### src/hdl/pin_mapper_pkg.sv
package pin_mapper_pkg;

  // register indices; byte address is four times the index
  localparam logic [15:0] MODE_LO_IDX = 16'h0100;  // drive/combine fields, pins 0..3
  localparam logic [15:0] MODE_HI_IDX = 16'h0101;  // drive/combine fields, pins 4..7
  localparam logic [15:0] FUNC_BASE_IDX = 16'h0102;  // first pin function register
  localparam logic [15:0] PIN_LEVEL_IDX = 16'h0110;  // read-only pin levels and control state
  localparam int PINS_PER_MODE_REG = 4;

  // function register fields
  localparam int OE_BIT = 7;  // one: status output, zero: control input
  localparam int CODE_MSB = 6;  // code occupies bits 6..0
  localparam logic [7:0] FUNC_RESET = 8'h00;
  localparam logic [1:0] MODE_RESET = 2'b00;
  localparam int MODE_OR_BIT = 1;  // set: pin joins the OR group
  localparam int MODE_INV_BIT = 0;  // set: pin level is inverted

  // control codes and the slot each drives
  localparam int NUM_CTRL = 10;
  localparam int CTRL_IO_UPDATE = 0;  // transfer strobe
  localparam int CTRL_POWER_DOWN = 1;
  localparam int CTRL_WD_CLEAR = 2;
  localparam int CTRL_SYNC_ALL = 3;
  localparam int CTRL_IRQ_CLR_ALL = 4;  // four clear slots follow in order
  localparam int CTRL_FAULT_A = 8;  // two force-fault slots follow
  localparam logic [NUM_CTRL-1:0][6:0] CTRL_CODES = {
    7'h21, 7'h20, 7'h13, 7'h12, 7'h11, 7'h10, 7'h04, 7'h03, 7'h02, 7'h01};

  // status codes
  localparam logic [6:0] ST_ZERO = 7'h00;
  localparam logic [6:0] ST_ONE = 7'h01;
  localparam logic [6:0] ST_CORE_CLK = 7'h02;
  localparam logic [6:0] ST_WD_TIMEOUT = 7'h03;
  localparam logic [6:0] ST_SYSTEM_CLOCK_SOURCE_CAL = 7'h04;
  localparam logic [6:0] ST_SYSTEM_CLOCK_SOURCE_LOCK = 7'h05;
  localparam logic [6:0] ST_SYSTEM_CLOCK_SOURCE_STABLE = 7'h06;
  localparam logic [6:0] ST_BOTH_LOCK = 7'h07;
  localparam logic [6:0] ST_CH0_LOCK = 7'h08;
  localparam logic [6:0] ST_CH1_LOCK = 7'h09;
  localparam logic [6:0] ST_NV_SAVE = 7'h0a;
  localparam logic [6:0] ST_NV_LOAD = 7'h0b;
  localparam logic [6:0] ST_NV_FAULT = 7'h0c;
  localparam logic [6:0] ST_TEMP_ALARM = 7'h0d;
  localparam logic [6:0] ST_IRQ_ANY = 7'h10;
  localparam logic [6:0] ST_IRQ_COMMON = 7'h11;
  localparam logic [6:0] ST_IRQ_CH0 = 7'h12;
  localparam logic [6:0] ST_IRQ_CH1 = 7'h13;
  localparam logic [6:0] ST_DEMOD_BASE = 7'h14;  // even codes 0x14..0x1a
  localparam logic [6:0] ST_RESYNC_BASE = 7'h1c;  // codes 0x1c..0x1f
  localparam logic [6:0] ST_REF_A_FAULT = 7'h20;
  localparam logic [6:0] ST_REF_A_ALT_FAULT = 7'h21;

  // internal status bits feeding the status outputs
  typedef struct packed {
    logic watchdog_timeout;
    logic system_clock_source_cal;  // status reg bit 2
    logic system_clock_source_lock;  // bit 0
    logic system_clock_source_stable;  // bit 1
    logic channel0_loop_lock;
    logic channel1_loop_lock;
    logic nv_save;
    logic nv_load;
    logic [1:0] nv_error;  // two fault flags, ored
    logic temp_alarm;
    logic irq_any;
    logic irq_common;
    logic irq_ch0;
    logic irq_ch1;
    logic [3:0] demod_clk;  // a, a alt, b, b alt
    logic [3:0] divider_resync;
    logic reference_input_a_fault;
    logic reference_input_a_alt_fault;
  } status_in_type;

  // control bits toward internal registers
  typedef struct packed {
    logic [NUM_CTRL-1:0] value;  // combined pin level
    logic [NUM_CTRL-1:0] drive;  // slot has at least one pin
  } ctrl_out_type;

endpackage : pin_mapper_pkg

### src/hdl/multifunction_pin_code_mapper.sv
// Contract
// - or group first, then and with rest
// - oe bit one output, zero input
// - seven-bit code picks the function
// - solo codes 00, 10 pass level
// - solo codes 01, 11 invert level
// - control 0x01 drives transfer strobe
// - control 0x02 drives power down
// - control 0x03 watchdog clear; status timeout
// - control 0x04 drives sync all
// - status 0x04-0x06 system_clock_source cal, lock, stable
// - status 0x07 both channel loops locked
// - status 0x08, 0x09 each loop locked
// - status 0x0a, 0x0b save, load busy
// - status 0x0c or of nv faults
// - status 0x0d temperature alarm
// - control 0x10-0x13 clear irq groups
// - status 0x10 any irq event
// - status 0x11-0x13 group irq events
// - demod clocks even, resync 0x1c-0x1f
// - control 0x20, 0x21 force reference faults
// - status 0x20, 0x21 reference faulted flags
module multifunction_pin_code_mapper
  import pin_mapper_pkg::*;
#(
  parameter int NUM_PINS = 7
) (
  // clock and reset
  input wire logic pclk,
  input wire logic presetn,
  // apb slave
  input wire logic psel,
  input wire logic penable,
  input wire logic pwrite,
  input wire logic [11:0] paddr,
  input wire logic [31:0] pwdata,
  output logic [31:0] prdata,
  output logic pready,
  output logic pslverr,
  // multifunction pins, oe low while driving
  input wire logic [NUM_PINS-1:0] multifunction_pin_in,
  output logic [NUM_PINS-1:0] multifunction_pin_out,
  output logic [NUM_PINS-1:0] multifunction_pin_oe_n,
  // internal status sources
  input wire status_in_type status_i,
  // internal control destinations
  output ctrl_out_type ctrl_o
);

  // all block state in one word
  typedef struct packed {
    logic [NUM_PINS-1:0][7:0] func;  // oe bit and code per pin
    logic [NUM_PINS-1:0][1:0] mode;  // combine code per pin
    logic [NUM_PINS-1:0] pin_out;  // registered status levels
    logic [NUM_CTRL-1:0] ctrl_val;  // held control levels
    logic [NUM_CTRL-1:0] ctrl_drv;  // slots currently owned by pins
    logic core_div;  // toggles every rising edge
    logic [31:0] prdata;
  } state_type;

  state_type state_q;
  state_type state_d;
  logic [15:0] reg_idx;  // word index on the bus
  logic setup_phase;  // first cycle of a transfer
  logic wr_access;  // write takes effect now
  logic mapped;  // address hits a register

  // status code to level; the core clock is sent as a registered half-rate toggle,
  // since a raw clock through a mux would glitch on code changes
  function automatic logic status_level(input logic [6:0] code, input status_in_type s,
                                        input logic core_div);
    logic lvl;
    lvl = 1'b0;  // unassigned codes stay low
    case (code)
      ST_ZERO: lvl = 1'b0;
      ST_ONE: lvl = 1'b1;
      ST_CORE_CLK: lvl = core_div;
      ST_WD_TIMEOUT: lvl = s.watchdog_timeout;
      ST_SYSTEM_CLOCK_SOURCE_CAL: lvl = s.system_clock_source_cal;
      ST_SYSTEM_CLOCK_SOURCE_LOCK: lvl = s.system_clock_source_lock;
      ST_SYSTEM_CLOCK_SOURCE_STABLE: lvl = s.system_clock_source_stable;
      ST_BOTH_LOCK: lvl = s.channel0_loop_lock & s.channel1_loop_lock;
      ST_CH0_LOCK: lvl = s.channel0_loop_lock;
      ST_CH1_LOCK: lvl = s.channel1_loop_lock;
      ST_NV_SAVE: lvl = s.nv_save;
      ST_NV_LOAD: lvl = s.nv_load;
      ST_NV_FAULT: lvl = |s.nv_error;
      ST_TEMP_ALARM: lvl = s.temp_alarm;
      ST_IRQ_ANY: lvl = s.irq_any;
      ST_IRQ_COMMON: lvl = s.irq_common;
      ST_IRQ_CH0: lvl = s.irq_ch0;
      ST_IRQ_CH1: lvl = s.irq_ch1;
      ST_REF_A_FAULT: lvl = s.reference_input_a_fault;
      ST_REF_A_ALT_FAULT: lvl = s.reference_input_a_alt_fault;
      default: begin
        // demod clocks on even codes only, odd ones unassigned
        if (code >= ST_DEMOD_BASE && code < ST_RESYNC_BASE && !code[0]) begin
          lvl = s.demod_clk[2'(code[2:1] - ST_DEMOD_BASE[2:1])];
        end else if (code >= ST_RESYNC_BASE && code < ST_REF_A_FAULT) begin
          lvl = s.divider_resync[code[1:0]];
        end
      end
    endcase
    return lvl;
  endfunction : status_level

  // combined level of all control pins sharing one code
  function automatic logic [1:0] combine(input logic [6:0] code, input state_type st,
                                         input logic [NUM_PINS-1:0] pins);
    logic any_or;
    logic or_term;
    logic and_term;
    logic used;
    logic lvl;
    any_or = 1'b0;
    or_term = 1'b0;
    and_term = 1'b1;
    used = 1'b0;
    for (int p = 0; p < NUM_PINS; p++) begin
      if (!st.func[p][OE_BIT] && st.func[p][CODE_MSB:0] == code) begin
        lvl = pins[p] ^ st.mode[p][MODE_INV_BIT];
        used = 1'b1;
        if (st.mode[p][MODE_OR_BIT]) begin
          any_or = 1'b1;
          or_term = or_term | lvl;
        end else begin
          and_term = and_term & lvl;
        end
      end
    end
    // or group reduces first, then joins the and group
    return {used, (or_term | ~any_or) & and_term};
  endfunction : combine

  // bus decode
  always_comb begin
    reg_idx = {6'h00, paddr[11:2]};
    setup_phase = psel & ~penable;
    wr_access = psel & penable & pwrite;
    mapped = (reg_idx == MODE_LO_IDX) || (reg_idx == MODE_HI_IDX) || (reg_idx == PIN_LEVEL_IDX) ||
             (reg_idx >= FUNC_BASE_IDX && reg_idx < FUNC_BASE_IDX + 16'(NUM_PINS));
  end

  // next state: registers, pins, control slots, read data
  always_comb begin
    logic [1:0] res;
    res = 2'b00;
    state_d = state_q;
    state_d.core_div = ~state_q.core_div;
    // register writes, zero wait state
    if (wr_access) begin
      for (int p = 0; p < NUM_PINS; p++) begin
        if (reg_idx == FUNC_BASE_IDX + 16'(p)) begin
          state_d.func[p] = pwdata[7:0];
        end
        if (reg_idx == MODE_LO_IDX + 16'(p / PINS_PER_MODE_REG)) begin
          state_d.mode[p] = pwdata[2*(p%PINS_PER_MODE_REG)+:2];
        end
      end
    end
    // read data captured in setup, stable through access
    if (setup_phase) begin
      state_d.prdata = 32'h0000_0000;
      for (int p = 0; p < NUM_PINS; p++) begin
        if (reg_idx == FUNC_BASE_IDX + 16'(p)) begin
          state_d.prdata[7:0] = state_q.func[p];
        end
        if (reg_idx == MODE_LO_IDX + 16'(p / PINS_PER_MODE_REG)) begin
          state_d.prdata[2*(p%PINS_PER_MODE_REG)+:2] = state_q.mode[p];
        end
      end
      if (reg_idx == PIN_LEVEL_IDX) begin
        state_d.prdata[7:0] = 8'(multifunction_pin_in);
        state_d.prdata[17:8] = state_q.ctrl_val;
        state_d.prdata[29:20] = state_q.ctrl_drv;
      end
    end
    // status outputs
    for (int p = 0; p < NUM_PINS; p++) begin
      state_d.pin_out[p] = state_q.func[p][OE_BIT] &
                           status_level(state_q.func[p][CODE_MSB:0], status_i, state_q.core_div);
    end
    // control slots; an unowned slot keeps its last level
    for (int c = 0; c < NUM_CTRL; c++) begin
      res = combine(CTRL_CODES[c], state_q, multifunction_pin_in);
      state_d.ctrl_drv[c] = res[1];
      if (res[1]) begin
        state_d.ctrl_val[c] = res[0];
      end
    end
  end

  // one register for the whole state
  always_ff @(posedge pclk or negedge presetn) begin
    if (!presetn) begin
      state_q <= '0;  // func and mode reset values are zero
    end else begin
      state_q <= state_d;
    end
  end

  // outputs
  always_comb begin
    pready = 1'b1;
    pslverr = psel & penable & ~mapped;
    prdata = state_q.prdata;
    multifunction_pin_out = state_q.pin_out;
    multifunction_pin_oe_n = '1;  // every pin listens unless enabled below
    for (int p = 0; p < NUM_PINS; p++) begin
      multifunction_pin_oe_n[p] = ~state_q.func[p][OE_BIT];
    end
    ctrl_o.value = state_q.ctrl_val;
    ctrl_o.drive = state_q.ctrl_drv;
  end

  // checking helpers: pin 0 alone on the transfer strobe
  logic io_only0;
  logic [6:0] code0;
  logic stat0;
  always_comb begin
    code0 = state_q.func[0][CODE_MSB:0];
    stat0 = state_q.func[0][OE_BIT];
    io_only0 = !stat0 && code0 == CTRL_CODES[CTRL_IO_UPDATE];
    for (int p = 1; p < NUM_PINS; p++) begin
      if (!state_q.func[p][OE_BIT] && state_q.func[p][CODE_MSB:0] == CTRL_CODES[CTRL_IO_UPDATE]) begin
        io_only0 = 1'b0;
      end
    end
  end
endmodule : multifunction_pin_code_mapper

### config.mk
export PLATFORM = sky130hd
export DESIGN_NAME = multifunction_pin_code_mapper
export DESIGN_NICKNAME = d
export VERILOG_FILES = /design/src/hdl/pin_mapper_pkg.sv /design/src/hdl/multifunction_pin_code_mapper.sv
export SDC_FILE = /design/constraint.sdc
export NUM_CORES = 1
export LEC_CHECK = 0
export BUFFER_PORTS_ARGS = -buffer_cell sky130_fd_sc_hd__buf_2
export CAP_MARGIN = 25
export CORE_MARGIN = 5
export CORE_UTILIZATION = 35
export DETAILED_ROUTE_END_ITERATION = 6
export HOLD_SLACK_MARGIN = 0.05
export PLACE_DENSITY = 0.52
export SETUP_SLACK_MARGIN = 0.2
export SLEW_MARGIN = 20
export SYNTH_ARGS = -nofsm -noshare
export SYNTH_HDL_FRONTEND = slang
export SYNTH_SLANG_ARGS = --single-unit
### constraint.sdc
create_clock -name pclk -period 6.3 [get_ports pclk]
set_input_delay 0.63 -clock pclk [delete_from_list [all_inputs] [get_ports pclk]]
set_output_delay 0.63 -clock pclk [all_outputs]
set_load 0.01 [all_outputs]
==> summary.txt, run 1 <==
Setup path
  – CP endpoint: ctrl_o[18]
  – Crit path DAT: 3.37 ns
  – R2R depth: 6
  – Type of origin of the critical path: register
  – Worst R2R Start: code0[4]
  – Worst setup path startpoint: code0[4]
  – Req. time, crit path: 6.67 ns
  – CP Capture Type: register
  – Max FO, Critical Path: 16
  – CP Class: register to register
  – R2R Path End: ctrl_o[18]
  – Register-to-Register Setup Slack: 3.30 ns

Clocking
  – Cts bufs inserted: 17
  – CTS Hold Bufs: 0
  – Clk_lat worst skew: 0.44 ns
  – Root Buffer Master: clkbuf_16
  – Sink Count: 126
  – H-tree depth: 4
  – Post-CTS Repair Setup Buffers: 0
  – Post_cts resized: 0
  – Clock buffer depth: 2
  – Clk pin slew, worst setup/hold paths: 0.06 ns
  – TritonCTS clock tree: built

Die
  – Core Box Area: 0.0306 mm2
  – Effective utilization at floorplan: 35.5%
  – Die width: 186 um
  – Row count: 64
  – Die outline height: 186 um
  – Die ar.: 0.0347 mm2
  – Boundary Pins: 149

Detailed routing
  – Drt first pass iters: 6
  – WL final: 51.3 mm
  – Number of nets with antenna violations after routing: 0
  – Avg Vias per Cell: 6.67
  – Initial DRC Count: 1549
  – DR DRC count: 0
  – Routed len/inst: 30.2 um
  – DR vias: 11318

Synth
  – Mean Syn Cell Area: 8.47 um2
  – Post-synth ARST share: 100%
  – Top cells by count, synth: 139 x nand2_1, 126 x dfrtp_1, 78 x mux2_2, 77 x nor2_1, 68 x o21ai_0
  – Post-synthesis sequential area ratio: 29.0%
  – Netlist cell types: 92
  – Synth area leaders: dfrtp_1 29%, mux2_2 8.1%, nand2_1 4.8%
  – Top FF cell, synth: dfrtp_1
  – Biggest area consumer among synthesized cells: dfrtp_1
  – Top-count cell post-synth: nand2_1
  – Synth top area share: 29.0%
  – #FFs+latches synth: 126
  – Post-synth EDFFs: 0
  – Yosys warnings: 0
  – Post-Syn Area: 0.0109 mm2
  – Mapped Cells: 1283

Place
  – Post-Place Cells: 1665
  – GP Congestion: 1.04
  – # port buffers: 117
  – Hpwl dp: 37.9 mm

Outcome
  – Status: finished clean

Power
  – Leak: 4.89 nW
  – Max VDD drop: 0.000166 V
  – Design Power: 2.13 mW
  – Power Density: 178 mW/mm2

Job
  – Max-Cap Viols: 0

STA
  – Fin crit share: 47.7%
  – Setup TNS: 0 ns
  – Clk_skew: 0.0149 ns
  – Least-Margin Pin Slew: 1.13 ns
  – Slew margin rel.: 23.9%
  – Final hold viol count: 0
  – RSZ-0062 raised after global routing: no
  – Min cycle time layout: 3.00 ns
  – Final setup fails: 0
  – Max-slew violation count: 0
  – Fmax: 333 MHz

Global route
  – First-pass GRT wire length: 74.5 mm
  – Gr usage total: 29.2%
  – Largest net degree at the start of global routing: 69
  – Total global routing overflow: 0
  – Vias in the first global route: 10670
  – Initial antenna violation count: 0

Cells and area
  – Non-filler instance count after layout: 1697
  – Layout cell share with drive strength beyond 1: 24.1%
  – Number of diodes: 0
  – Final nets: 1369
  – End-of-flow core utilization: 38.9%
  – Layout area overhead: 9.67%

Worst hold path
  – Hold crit path type: input pin to async pin
[cells in the final DEF, fill, tap and decap left out, drive strengths merged, types with 22 or more instances in the layout]
master	n
dfrtp	126
nor2b	27
mux2i	22
nand4	39
nand3	66
inv	36
mux2	79
nor3	34
o22ai	50
nor2	81
o21ai	69
a21oi	30
nor4b	28
nand2	140
buf	143
nor4	24
[cell families (layout without fill, tap and decap cells)]
logic type / after synthesis / after routing / synth area share, %
muxes: 119 / 119 / 14.0
DFF: 126 / 126 / 29.0
AOI/OAI and AO/OA: 298 / 298 / 19.1
and+or+nand+nor: 541 / 541 / 28.1
buffers and inverters: 190 / 205 / 9.10
other: 2 / 5 / 0.0691
xor gates and xnor gates: 7 / 7 / 0.634
[worst min-delay path by stage]
stage                     startpoint          to  slack [ns]  cells after the start
after floorplan              presetn    code0[0]        0.33                      0
after CTS                    presetn  prdata[25]        0.22                      1
after global placement     prdata[9]   prdata[9]        0.46                      2
final                        presetn  prdata[25]        0.20                      1
after detailed placement   prdata[9]   prdata[9]        0.46                      2
after global routing         presetn  prdata[25]        0.24                      1
[worst max-delay path, cell delays in order, from the launching register on]
cell	delay [ns]
dfrtp_1	0.65
nor4_1	1.06
nand3_1	0.31
nand2_1	0.13
nor4_1	0.10
nor4b_1	0.48
a22o_1	0.19
[through the flow]
| step | hold WS, ns | area [um2] | setup WS (ns) |
|---|---|---|---|
| 2_1_floorplan | 0.334 | 10900 | 4.07 |
| 3_3_place_gp | 0.457 | 11300 | 3.17 |
| 3_5_place_dp | 0.465 | 11300 | 3.24 |
| 4_1_cts | 0.217 | 11900 | 3.37 |
| 5_1_grt | 0.238 | 11900 | 3.22 |
| 6_report | 0.197 | 11900 | 3.30 |
[layer usage]
layer | global-route usage, % | vias up | routed length, um
met5 | 0 | - | 0
met1 | 40.2 | 5547 | 21500
li1 | - | 4859 | -
met2 | 44.0 | 759 | 21900
met3 | 6.59 | 153 | 4960
met4 | 13.1 | 0 | 2880
[layout make-up]
| class | instances | area [um2] |
|---|---|---|
| fillers | 3161 | 18700 |
| multi-input cells | 970 | 6750 |
| flip-flops and latches | 126 | 3150 |
| repair buffers | 143 | 788 |
| well taps | 396 | 495 |
| clock buffers | 18 | 439 |
| clock inverters | 14 | 179 |
| inverters | 30 | 113 |
[registers in the layout, summed over array words and instances (netlist names)]
register and flops:
multifunction_pin_out 7, state_q 63, prdata 28, stat0 1, code0 7, ctrl_o 20
[power by group]
| group | total, mW | internal, mW | leakage, nW | switching, mW |
|---|---|---|---|---|
| logic | 0.221 | 0.0720 | 2.92 | 0.149 |
| registers | 0.845 | 0.825 | 1.68 | 0.0191 |
| clock network | 1.06 | 0.640 | 0.295 | 0.420 |
Power figures use the tool's default switching activity.
==> run 2: changes to the inputs <==
--- a/config.mk
+++ b/config.mk
@@ -11,7 +11,7 @@
 export CORE_UTILIZATION = 35
 export DETAILED_ROUTE_END_ITERATION = 6
 export HOLD_SLACK_MARGIN = 0.05
-export PLACE_DENSITY = 0.52
+export PLACE_DENSITY = 0.54
 export SETUP_SLACK_MARGIN = 0.2
 export SLEW_MARGIN = 20
 export SYNTH_ARGS = -nofsm -noshare
==> constraint.sdc (replaced) <==
create_clock -name pclk -period 2.5 [get_ports pclk]
set_input_delay 0.25 -clock pclk [delete_from_list [all_inputs] [get_ports pclk]]
set_output_delay 0.25 -clock pclk [all_outputs]
set_load 0.01 [all_outputs]
==> summary.txt, run 2 (synthesized netlist as in run 1, its figures left out) <==
Outcome
  – Status: finished clean (unchanged)

Setup path
  – Slowest stage cell, crit path: or4b_1 (was nor4_1)
  – Register-to-Register Setup Slack: 0.21 ns (was 3.30 ns)
  – Type of origin of the critical path: register (unchanged)
  – CP Class: register to register (unchanged)
  – Crit path DAT: 2.61 ns (was 3.37 ns)
  – Bufs and invs on worst path: 1 (was 0)
  – Req. time, crit path: 2.82 ns (was 6.67 ns)
  – R2R Path End: ctrl_o[10] (was ctrl_o[18])
  – Worst R2R Start: state_q[86] (was code0[4])
  – Max FO, Critical Path: 9 (was 16)
  – R2R depth: 7 (was 6)
  – Top delay family on crit path: simple AND/OR/NAND/NOR gates (unchanged)
  – Critical path cell sequence: or3_1, nor3_1, buf_4, a32o_1, or4b_1, a31oi_1, o31ai_1 (was nor4_1, nand3_1, nand2_1, nor4_1, nor4b_1, a22o_1)
  – CP Capture Type: register (unchanged)
  – Worst path max stage delay: 0.55 ns (was 1.06 ns)
  – Worst setup path startpoint: state_q[86] (was code0[4])

STA
  – Post-route setup slack: 0.215 ns (was 3.30 ns)
  – Min cycle time layout: 2.29 ns (was 3.00 ns)
  – Max-slew violation count: 0 (unchanged)
  – Clk_skew: 0.0168 ns (was 0.0149 ns)
  – Worst hold slack: 0.117 ns (was 0.197 ns)
  – RSZ-0062 raised after global routing: yes (was no)
  – Fmax: 438 MHz (was 333 MHz)
  – Fin crit share: 91.4% (was 47.7%)
  – Setup TNS: 0 ns (unchanged)
  – Least-Margin Pin Slew: 0.727 ns (was 1.13 ns)
  – Slew margin rel.: 51.4% (was 23.9%)
  – Final hold viol count: 0 (unchanged)
  – Final setup fails: 0 (unchanged)

Cells and area
  – Number of flip-flops in the largest register: 63 (unchanged)
  – Post-route cell area: 0.0132 mm2 (was 0.0119 mm2)
  – Layout cell share with drive strength beyond 1: 33.4% (was 24.1%)
  – Layout area overhead: 22.0% (was 9.67%)
  – End-of-flow core utilization: 43.3% (was 38.9%)
  – Commonest non-fill, non-tap cell in the layout: buf_4 (was nand2_1)
  – Largest reg by FF count: state_q (unchanged)
  – Number of diodes: 0 (unchanged)
  – Non-filler instance count after layout: 1856 (was 1697)
  – Commonest non-fill, non-tap cells in the layout: 181 x buf_4, 139 x nand2_1, 120 x dfrtp_1, 116 x buf_2, 78 x mux2_2 (was 139 x nand2_1, 126 x dfrtp_1, 117 x buf_2, 78 x mux2_2, 77 x nor2_1)
  – Final nets: 1528 (was 1369)

Power
  – Power Density: 413 mW/mm2 (was 178 mW/mm2)
  – Design Power: 5.48 mW (was 2.13 mW)
  – Leak: 5.72 nW (was 4.89 nW)
  – Max VDD drop: 0.000439 V (was 0.000166 V)

Die
  – Die width: 186 um (unchanged)
  – Boundary Pins: 149 (unchanged)
  – Row count: 64 (unchanged)
  – Effective utilization at floorplan: 35.5% (unchanged)
  – Die ar.: 0.0347 mm2 (unchanged)
  – Die outline height: 186 um (unchanged)
  – Core Box Area: 0.0306 mm2 (unchanged)

Clocking
  – Cts bufs inserted: 17 (unchanged)
  – Clock buffer depth: 2 (unchanged)
  – Clk pin slew, worst setup/hold paths: 0.07 ns (was 0.06 ns)
  – Root Buffer Master: clkbuf_16 (unchanged)
  – Clk_lat worst skew: 0.46 ns (was 0.44 ns)
  – H-tree depth: 4 (unchanged)
  – TritonCTS clock tree: built (unchanged)
  – Sink Count: 126 (unchanged)

Worst hold path
  – Worst hold stages: 3
  – Hold Path End: prdata[6]
  – Min-Delay Startpoint: multifunction_pin_in[6]
  – Hold crit path type: input pin to register (was input pin to async pin)

Place
  – Placement Cell Area: 0.0125 mm2 (was 0.0113 mm2)
  – Post-Place Cells: 1817 (was 1665)
  – # port buffers: 117 (unchanged)
  – GP Congestion: 1.03 (was 1.04)
  – Place WS: 0.106 ns (was 3.24 ns)
  – Hpwl dp: 43.0 mm (was 37.9 mm)

Global route
  – Vias in the first global route: 11366 (was 10670)
  – First-pass GRT wire length: 78.8 mm (was 74.5 mm)
  – Largest net degree at the start of global routing: 53 (was 69)
  – Initial antenna violation count: 1 (was 0)
  – Total global routing overflow: 0 (unchanged)
  – Gr usage total: 31.3% (was 29.2%)

Detailed routing
  – DR DRC count: 0 (unchanged)
  – Avg Vias per Cell: 6.34 (was 6.67)
  – WL final: 54.5 mm (was 51.3 mm)
  – Routed len/inst: 29.4 um (was 30.2 um)
  – Initial DRC Count: 1282 (was 1549)
  – DR vias: 11765 (was 11318)
  – Number of nets with antenna violations after routing: 0 (unchanged)
  – Drt first pass iters: 6 (unchanged)

Job
  – Max-Cap Viols: 0 (unchanged)
run 2: changes by cell type in the layout (fill, tap and decap cells not counted), moves of 3 or more:
cell        previous run  this run
buf_12                 0         3
clkinvlp_4             3         0
clkinv_4               1         4
nor4b_4                0         3
buf_4                 24       181
dfrtp_1              126       120
dfrtp_2                0         6
nor4b_1               21        16
run 2: where the power goes:
| group | switching (mW) | total [mW] | internal (mW) |
|---|---|---|---|
| Combinational | 0.425 | 0.642 | 0.217 |
| Sequential | 0.0336 | 2.11 | 2.08 |
| Clock | 1.12 | 2.72 | 1.60 |
| Total | 1.58 | 5.48 | 3.90 |
run 2: layout make-up:
class                           count  area [um2]
Clock buffer                       17         425
Clock inverter                     15         198
Fill cell                        3129       17300
Inverter                           30         113
Multi-Input combinational cell    970        6840
Sequential cell                   126        3160
Tap cell                          396         495
Timing Repair Buffer              302        2020
run 2: timing repair:
| action | 4_1_cts | 5_1_grt |
|---|---|---|
| gates cloned | 0 | 0 |
| setup buffers | 0 | 6 |
| hold buffers | 1 | 0 |
| resized for setup | 4 | 19 |
| hold endpoints to repair | 50 | 0 |
| pin swaps | 0 | 2 |
| setup endpoints to repair | 4 | 9 |
run 2: worst max path at each step:
| stage | end | cells past startpoint |
|---|---|---|
| after floorplan | ctrl_o[15] | 6 |
| after global placement | prdata[7] | 7 |
| after detailed placement | prdata[7] | 7 |
| after CTS | ctrl_o[10] | 7 |
| after global routing | ctrl_o[13] | 7 |
| final | ctrl_o[10] | 7 |
run 2: worst reg2reg max path, delay by kind of cell, from the launching register on:
family	cells	cell delay, ns
simple gates	3	0.84
compound gates	3	0.63
flops	1	0.51
buf+inv	1	0.17
run 2: per-layer routing:
metal	track usage (%)	share of wire [%]	vias up
met5	0	0	-
met4	16.4	5.4	0
met3	7.92	9.7	137
met2	47.9	44	667
met1	40.8	41	5814
li1	-	-	5147
==> run 3: changes to the inputs <==
--- a/config.mk
+++ b/config.mk
@@ -5,6 +5,7 @@
 export SDC_FILE = /design/constraint.sdc
 export NUM_CORES = 1
 export LEC_CHECK = 0
+export ABC_AREA = 1
 export BUFFER_PORTS_ARGS = -buffer_cell sky130_fd_sc_hd__buf_2
 export CAP_MARGIN = 25
 export CORE_MARGIN = 5
==> summary.txt, run 3 <==
Die
  – Die outline height: 186 um (about the same)
  – Boundary Pins: 149 (unchanged)
  – Die width: 186 um (about the same)
  – Row count: 64 (unchanged)
  – Effective utilization at floorplan: 35.4% (was 35.5%)
  – Core Box Area: 0.0306 mm2 (unchanged)
  – Die ar.: 0.0345 mm2 (was 0.0347 mm2)

Worst hold path
  – Hold Path End: prdata[2] (was prdata[6])
  – Min-Delay Startpoint: multifunction_pin_in[2] (was multifunction_pin_in[6])
  – Hold crit path type: input pin to register (unchanged)
  – Worst hold stages: 5 (was 3)

Power
  – Cell Int Power: 4.01 mW (was 3.90 mW)
  – Clock Power Share: 50.7% (was 49.7%)
  – Max VDD drop: 0.000451 V (was 0.000439 V)
  – Sequential Power Share: 38.5% (was 38.6%)
  – Switch share: 27.6% (was 28.8%)
  – Leak: 6.06 nW (was 5.72 nW)
  – Switching power: 1.53 mW (was 1.58 mW)
  – Comb power frac: 10.9% (was 11.7%)
  – Design Power: 5.54 mW (was 5.48 mW)
  – Power Density: 446 mW/mm2 (was 413 mW/mm2)

Setup path
  – Type of origin of the critical path: register (unchanged)
  – Worst R2R Start: state_q[99] (was state_q[86])
  – Crit path DAT: 2.56 ns (was 2.61 ns)
  – CP Class: register to register (unchanged)
  – Max FO, Critical Path: 9 (unchanged)
  – Register-to-Register Setup Slack: 0.31 ns (was 0.21 ns)
  – R2R Path End: ctrl_o[12] (was ctrl_o[10])
  – Req. time, crit path: 2.86 ns (was 2.82 ns)
  – CP Capture Type: register (unchanged)
  – R2R depth: 11 (was 7)

Detailed routing
  – Number of nets with antenna violations after routing: 0 (unchanged)
  – DR DRC count: 0 (unchanged)
  – WL final: 53.0 mm (was 54.5 mm)
  – DR vias: 12740 (was 11765)
  – Drt first pass iters: 5 (was 6)
  – Initial DRC Count: 1493 (was 1282)
  – Routed len/inst: 23.8 um (was 29.4 um)
  – Avg Vias per Cell: 5.73 (was 6.34)

Cells and area
  – Layout cell share with drive strength beyond 1: 18.2% (was 33.4%)
  – Number of flip-flops in the largest register: 63 (unchanged)
  – Commonest non-fill, non-tap cell in the layout: nand2_1 (was buf_4)
  – Layout area overhead: 14.8% (was 22.0%)
  – Final nets: 1896 (was 1528)
  – Commonest non-fill, non-tap cells in the layout: 444 x nand2_1, 196 x nor2_1, 165 x inv_1, 143 x nand3_1, 126 x dfrtp_1 (was 181 x buf_4, 139 x nand2_1, 120 x dfrtp_1, 116 x buf_2, 78 x mux2_2)
  – Number of diodes: 0 (unchanged)
  – Largest reg by FF count: state_q (unchanged)
  – Non-filler instance count after layout: 2223 (was 1856)

Synth
  – Post-synthesis sequential area ratio: 29.1% (was 29.0%)
  – Synth top area share: 29.1% (was 29.0%)
  – Mean Syn Cell Area: 6.30 um2 (was 8.47 um2)
  – Mapped Cells: 1717 (was 1283)
  – Yosys warnings: 0 (unchanged)
  – Netlist cell types: 53 (was 92)
  – #FFs+latches synth: 126 (unchanged)
  – Post-synth EDFFs: 0 (unchanged)
  – Synth area leaders: dfrtp_1 29%, nand2_1 15%, nor2_1 6.9% (was dfrtp_1 29%, mux2_2 8.1%, nand2_1 4.8%)
  – Top FF cell, synth: dfrtp_1 (unchanged)
  – Post-synth ARST share: 100% (unchanged)
  – Biggest area consumer among synthesized cells: dfrtp_1 (unchanged)
  – Top-count cell post-synth: nand2_1 (unchanged)
  – Post-Syn Area: 0.0108 mm2 (was 0.0109 mm2)
  – Top cells by count, synth: 444 x nand2_1, 198 x nor2_1, 165 x inv_1, 143 x nand3_1, 126 x dfrtp_1 (was 139 x nand2_1, 126 x dfrtp_1, 78 x mux2_2, 77 x nor2_1, 68 x o21ai_0)

Place
  – Post-Place Cells: 2191 (was 1817)
  – Hpwl dp: 42.3 mm (was 43.0 mm)
  – # port buffers: 117 (unchanged)
  – GP Congestion: 1.03 (unchanged)
  – Place WS: 0.411 ns (was 0.106 ns)

Outcome
  – Status: finished clean (unchanged)

Global route
  – Initial antenna violation count: 0 (was 1)
  – First-pass GRT wire length: 77.6 mm (was 78.8 mm)
  – Gr usage total: 30.5% (was 31.3%)
  – Total global routing overflow: 0 (unchanged)
  – Vias in the first global route: 11934 (was 11366)
  – Largest net degree at the start of global routing: 58 (was 53)

STA
  – Fin crit share: 87.7% (was 91.4%)
  – Clk_skew: 0.00893 ns (was 0.0168 ns)
  – Max-slew violation count: 0 (unchanged)
  – Setup TNS: 0 ns (unchanged)
  – Final hold viol count: 0 (unchanged)
  – RSZ-0062 raised after global routing: no (was yes)
  – Min cycle time layout: 2.19 ns (was 2.29 ns)
  – Slew margin rel.: 57.5% (was 51.4%)
  – Post-route setup slack: 0.307 ns (was 0.215 ns)
  – Fmax: 456 MHz (was 438 MHz)
  – Final setup fails: 0 (unchanged)
  – Least-Margin Pin Slew: 0.637 ns (was 0.727 ns)

Clocking
  – Cts bufs inserted: 17 (unchanged)
  – Post-CTS Repair Setup Buffers: 0 (unchanged)
  – Root Buffer Master: clkbuf_16 (unchanged)
  – Sink Count: 126 (unchanged)
  – Clock buffer depth: 2 (unchanged)
  – Clk pin slew, worst setup/hold paths: 0.06 ns (was 0.07 ns)
  – H-tree depth: 4 (unchanged)
  – Clk_lat worst skew: 0.43 ns (was 0.46 ns)
  – TritonCTS clock tree: built (unchanged)

Job
  – Max-Cap Viols: 0 (unchanged)
==> run 3: cell count changes in the layout (fill, tap and decap cells not counted), sizes merged, moves of 17 or more <==
cell / before / now
nor2b: 27 / 0
buf: 301 / 181
mux2i: 22 / 0
mux2: 79 / 0
nand4: 39 / 59
nand3: 66 / 143
nor4b: 28 / 0
mux4: 18 / 0
o21ai: 69 / 136
nor2: 81 / 237
nor3: 34 / 51
nand2: 140 / 468
inv: 38 / 205
==> run 3: per-stage QoR <==
stage	instance area (um2)	util, %	hold WS [ns]
floorplan	10800	-	-0.0456
global placement	11800	38.4	0.281
detailed placement	11800	38.4	0.281
CTS	12400	40.6	0.169
global route	12400	40.6	0.201
finish	12400	40.6	0.178
==> run 3: worst max path at each step <==
stage | start | endpoint | slack, ns | depth (start not counted)
after floorplan | state_q[115] | ctrl_o[14] | 0.93 | 11
after global placement | code0[1] | ctrl_o[16] | 0.43 | 9
after CTS | state_q[107] | ctrl_o[15] | 0.39 | 10
after detailed placement | code0[1] | ctrl_o[16] | 0.41 | 9
after global routing | state_q[91] | ctrl_o[14] | 0.21 | 12
final | state_q[99] | ctrl_o[12] | 0.31 | 11
==> run 3: metal layers <==
metal	track usage [%]	vias to the layer above	routed length [um]
met2	46.4	723	23000
met4	14.5	0	2660
met1	41.9	6038	22200
met3	5.32	120	5110
li1	-	5859	-
met5	0	-	0
==> run 3: power groups by stage <==
stage	clock [mW]	combinational, mW	sequential [mW]
2_1_floorplan	0	0.324	2.16
5_1_grt	2.92	0.648	2.14
3_3_place_gp	0	0.596	2.17
4_1_cts	2.84	0.598	2.13
3_5_place_dp	0	0.594	2.17
6_report	2.81	0.602	2.13
==> run 3: cells by family (layout without fill, tap and decap cells) <==
kind of cell    count (synthesis)  after routing  share of synthesized area (%)
simple gates                  983            983                           41.3
buf+inv                       309            416                           13.2
compound gates                290            290                           15.7
flops                         126            126                           29.1
xor+xnor                        7              7                          0.636
other cells                     2              5                         0.0694
==> run 3: critical path: stages, from the launching register on <==
cell and delay (ns):
dfrtp_1 0.62, nand2_1 0.20, nor2_1 0.16, buf_4 0.16, nand2_1 0.12, nor2_1 0.23, nand2_1 0.12, o22ai_1 0.17
nor2_1 0.06, nand3_1 0.08, nand2_1 0.11, nand2_1 0.08
==> run 3: area by class of cell <==
class / count / area [um2]
fillers: 3394 / 18200
multi-input cells: 1285 / 6260
flip-flops and latches: 126 / 3150
repair buffers: 182 / 1110
inverters: 203 / 762
well taps: 396 / 495
clock buffers: 20 / 467
clock inverters: 11 / 178
==> run 3: timing repair <==
| action | 4_1_cts | 5_1_grt |
|---|---|---|
| hold buffers | 1 | 0 |
| endpoints found under the setup margin | 0 | 3 |
| hold endpoints to repair | 55 | 0 |
| gates resized for setup | 0 | 2 |
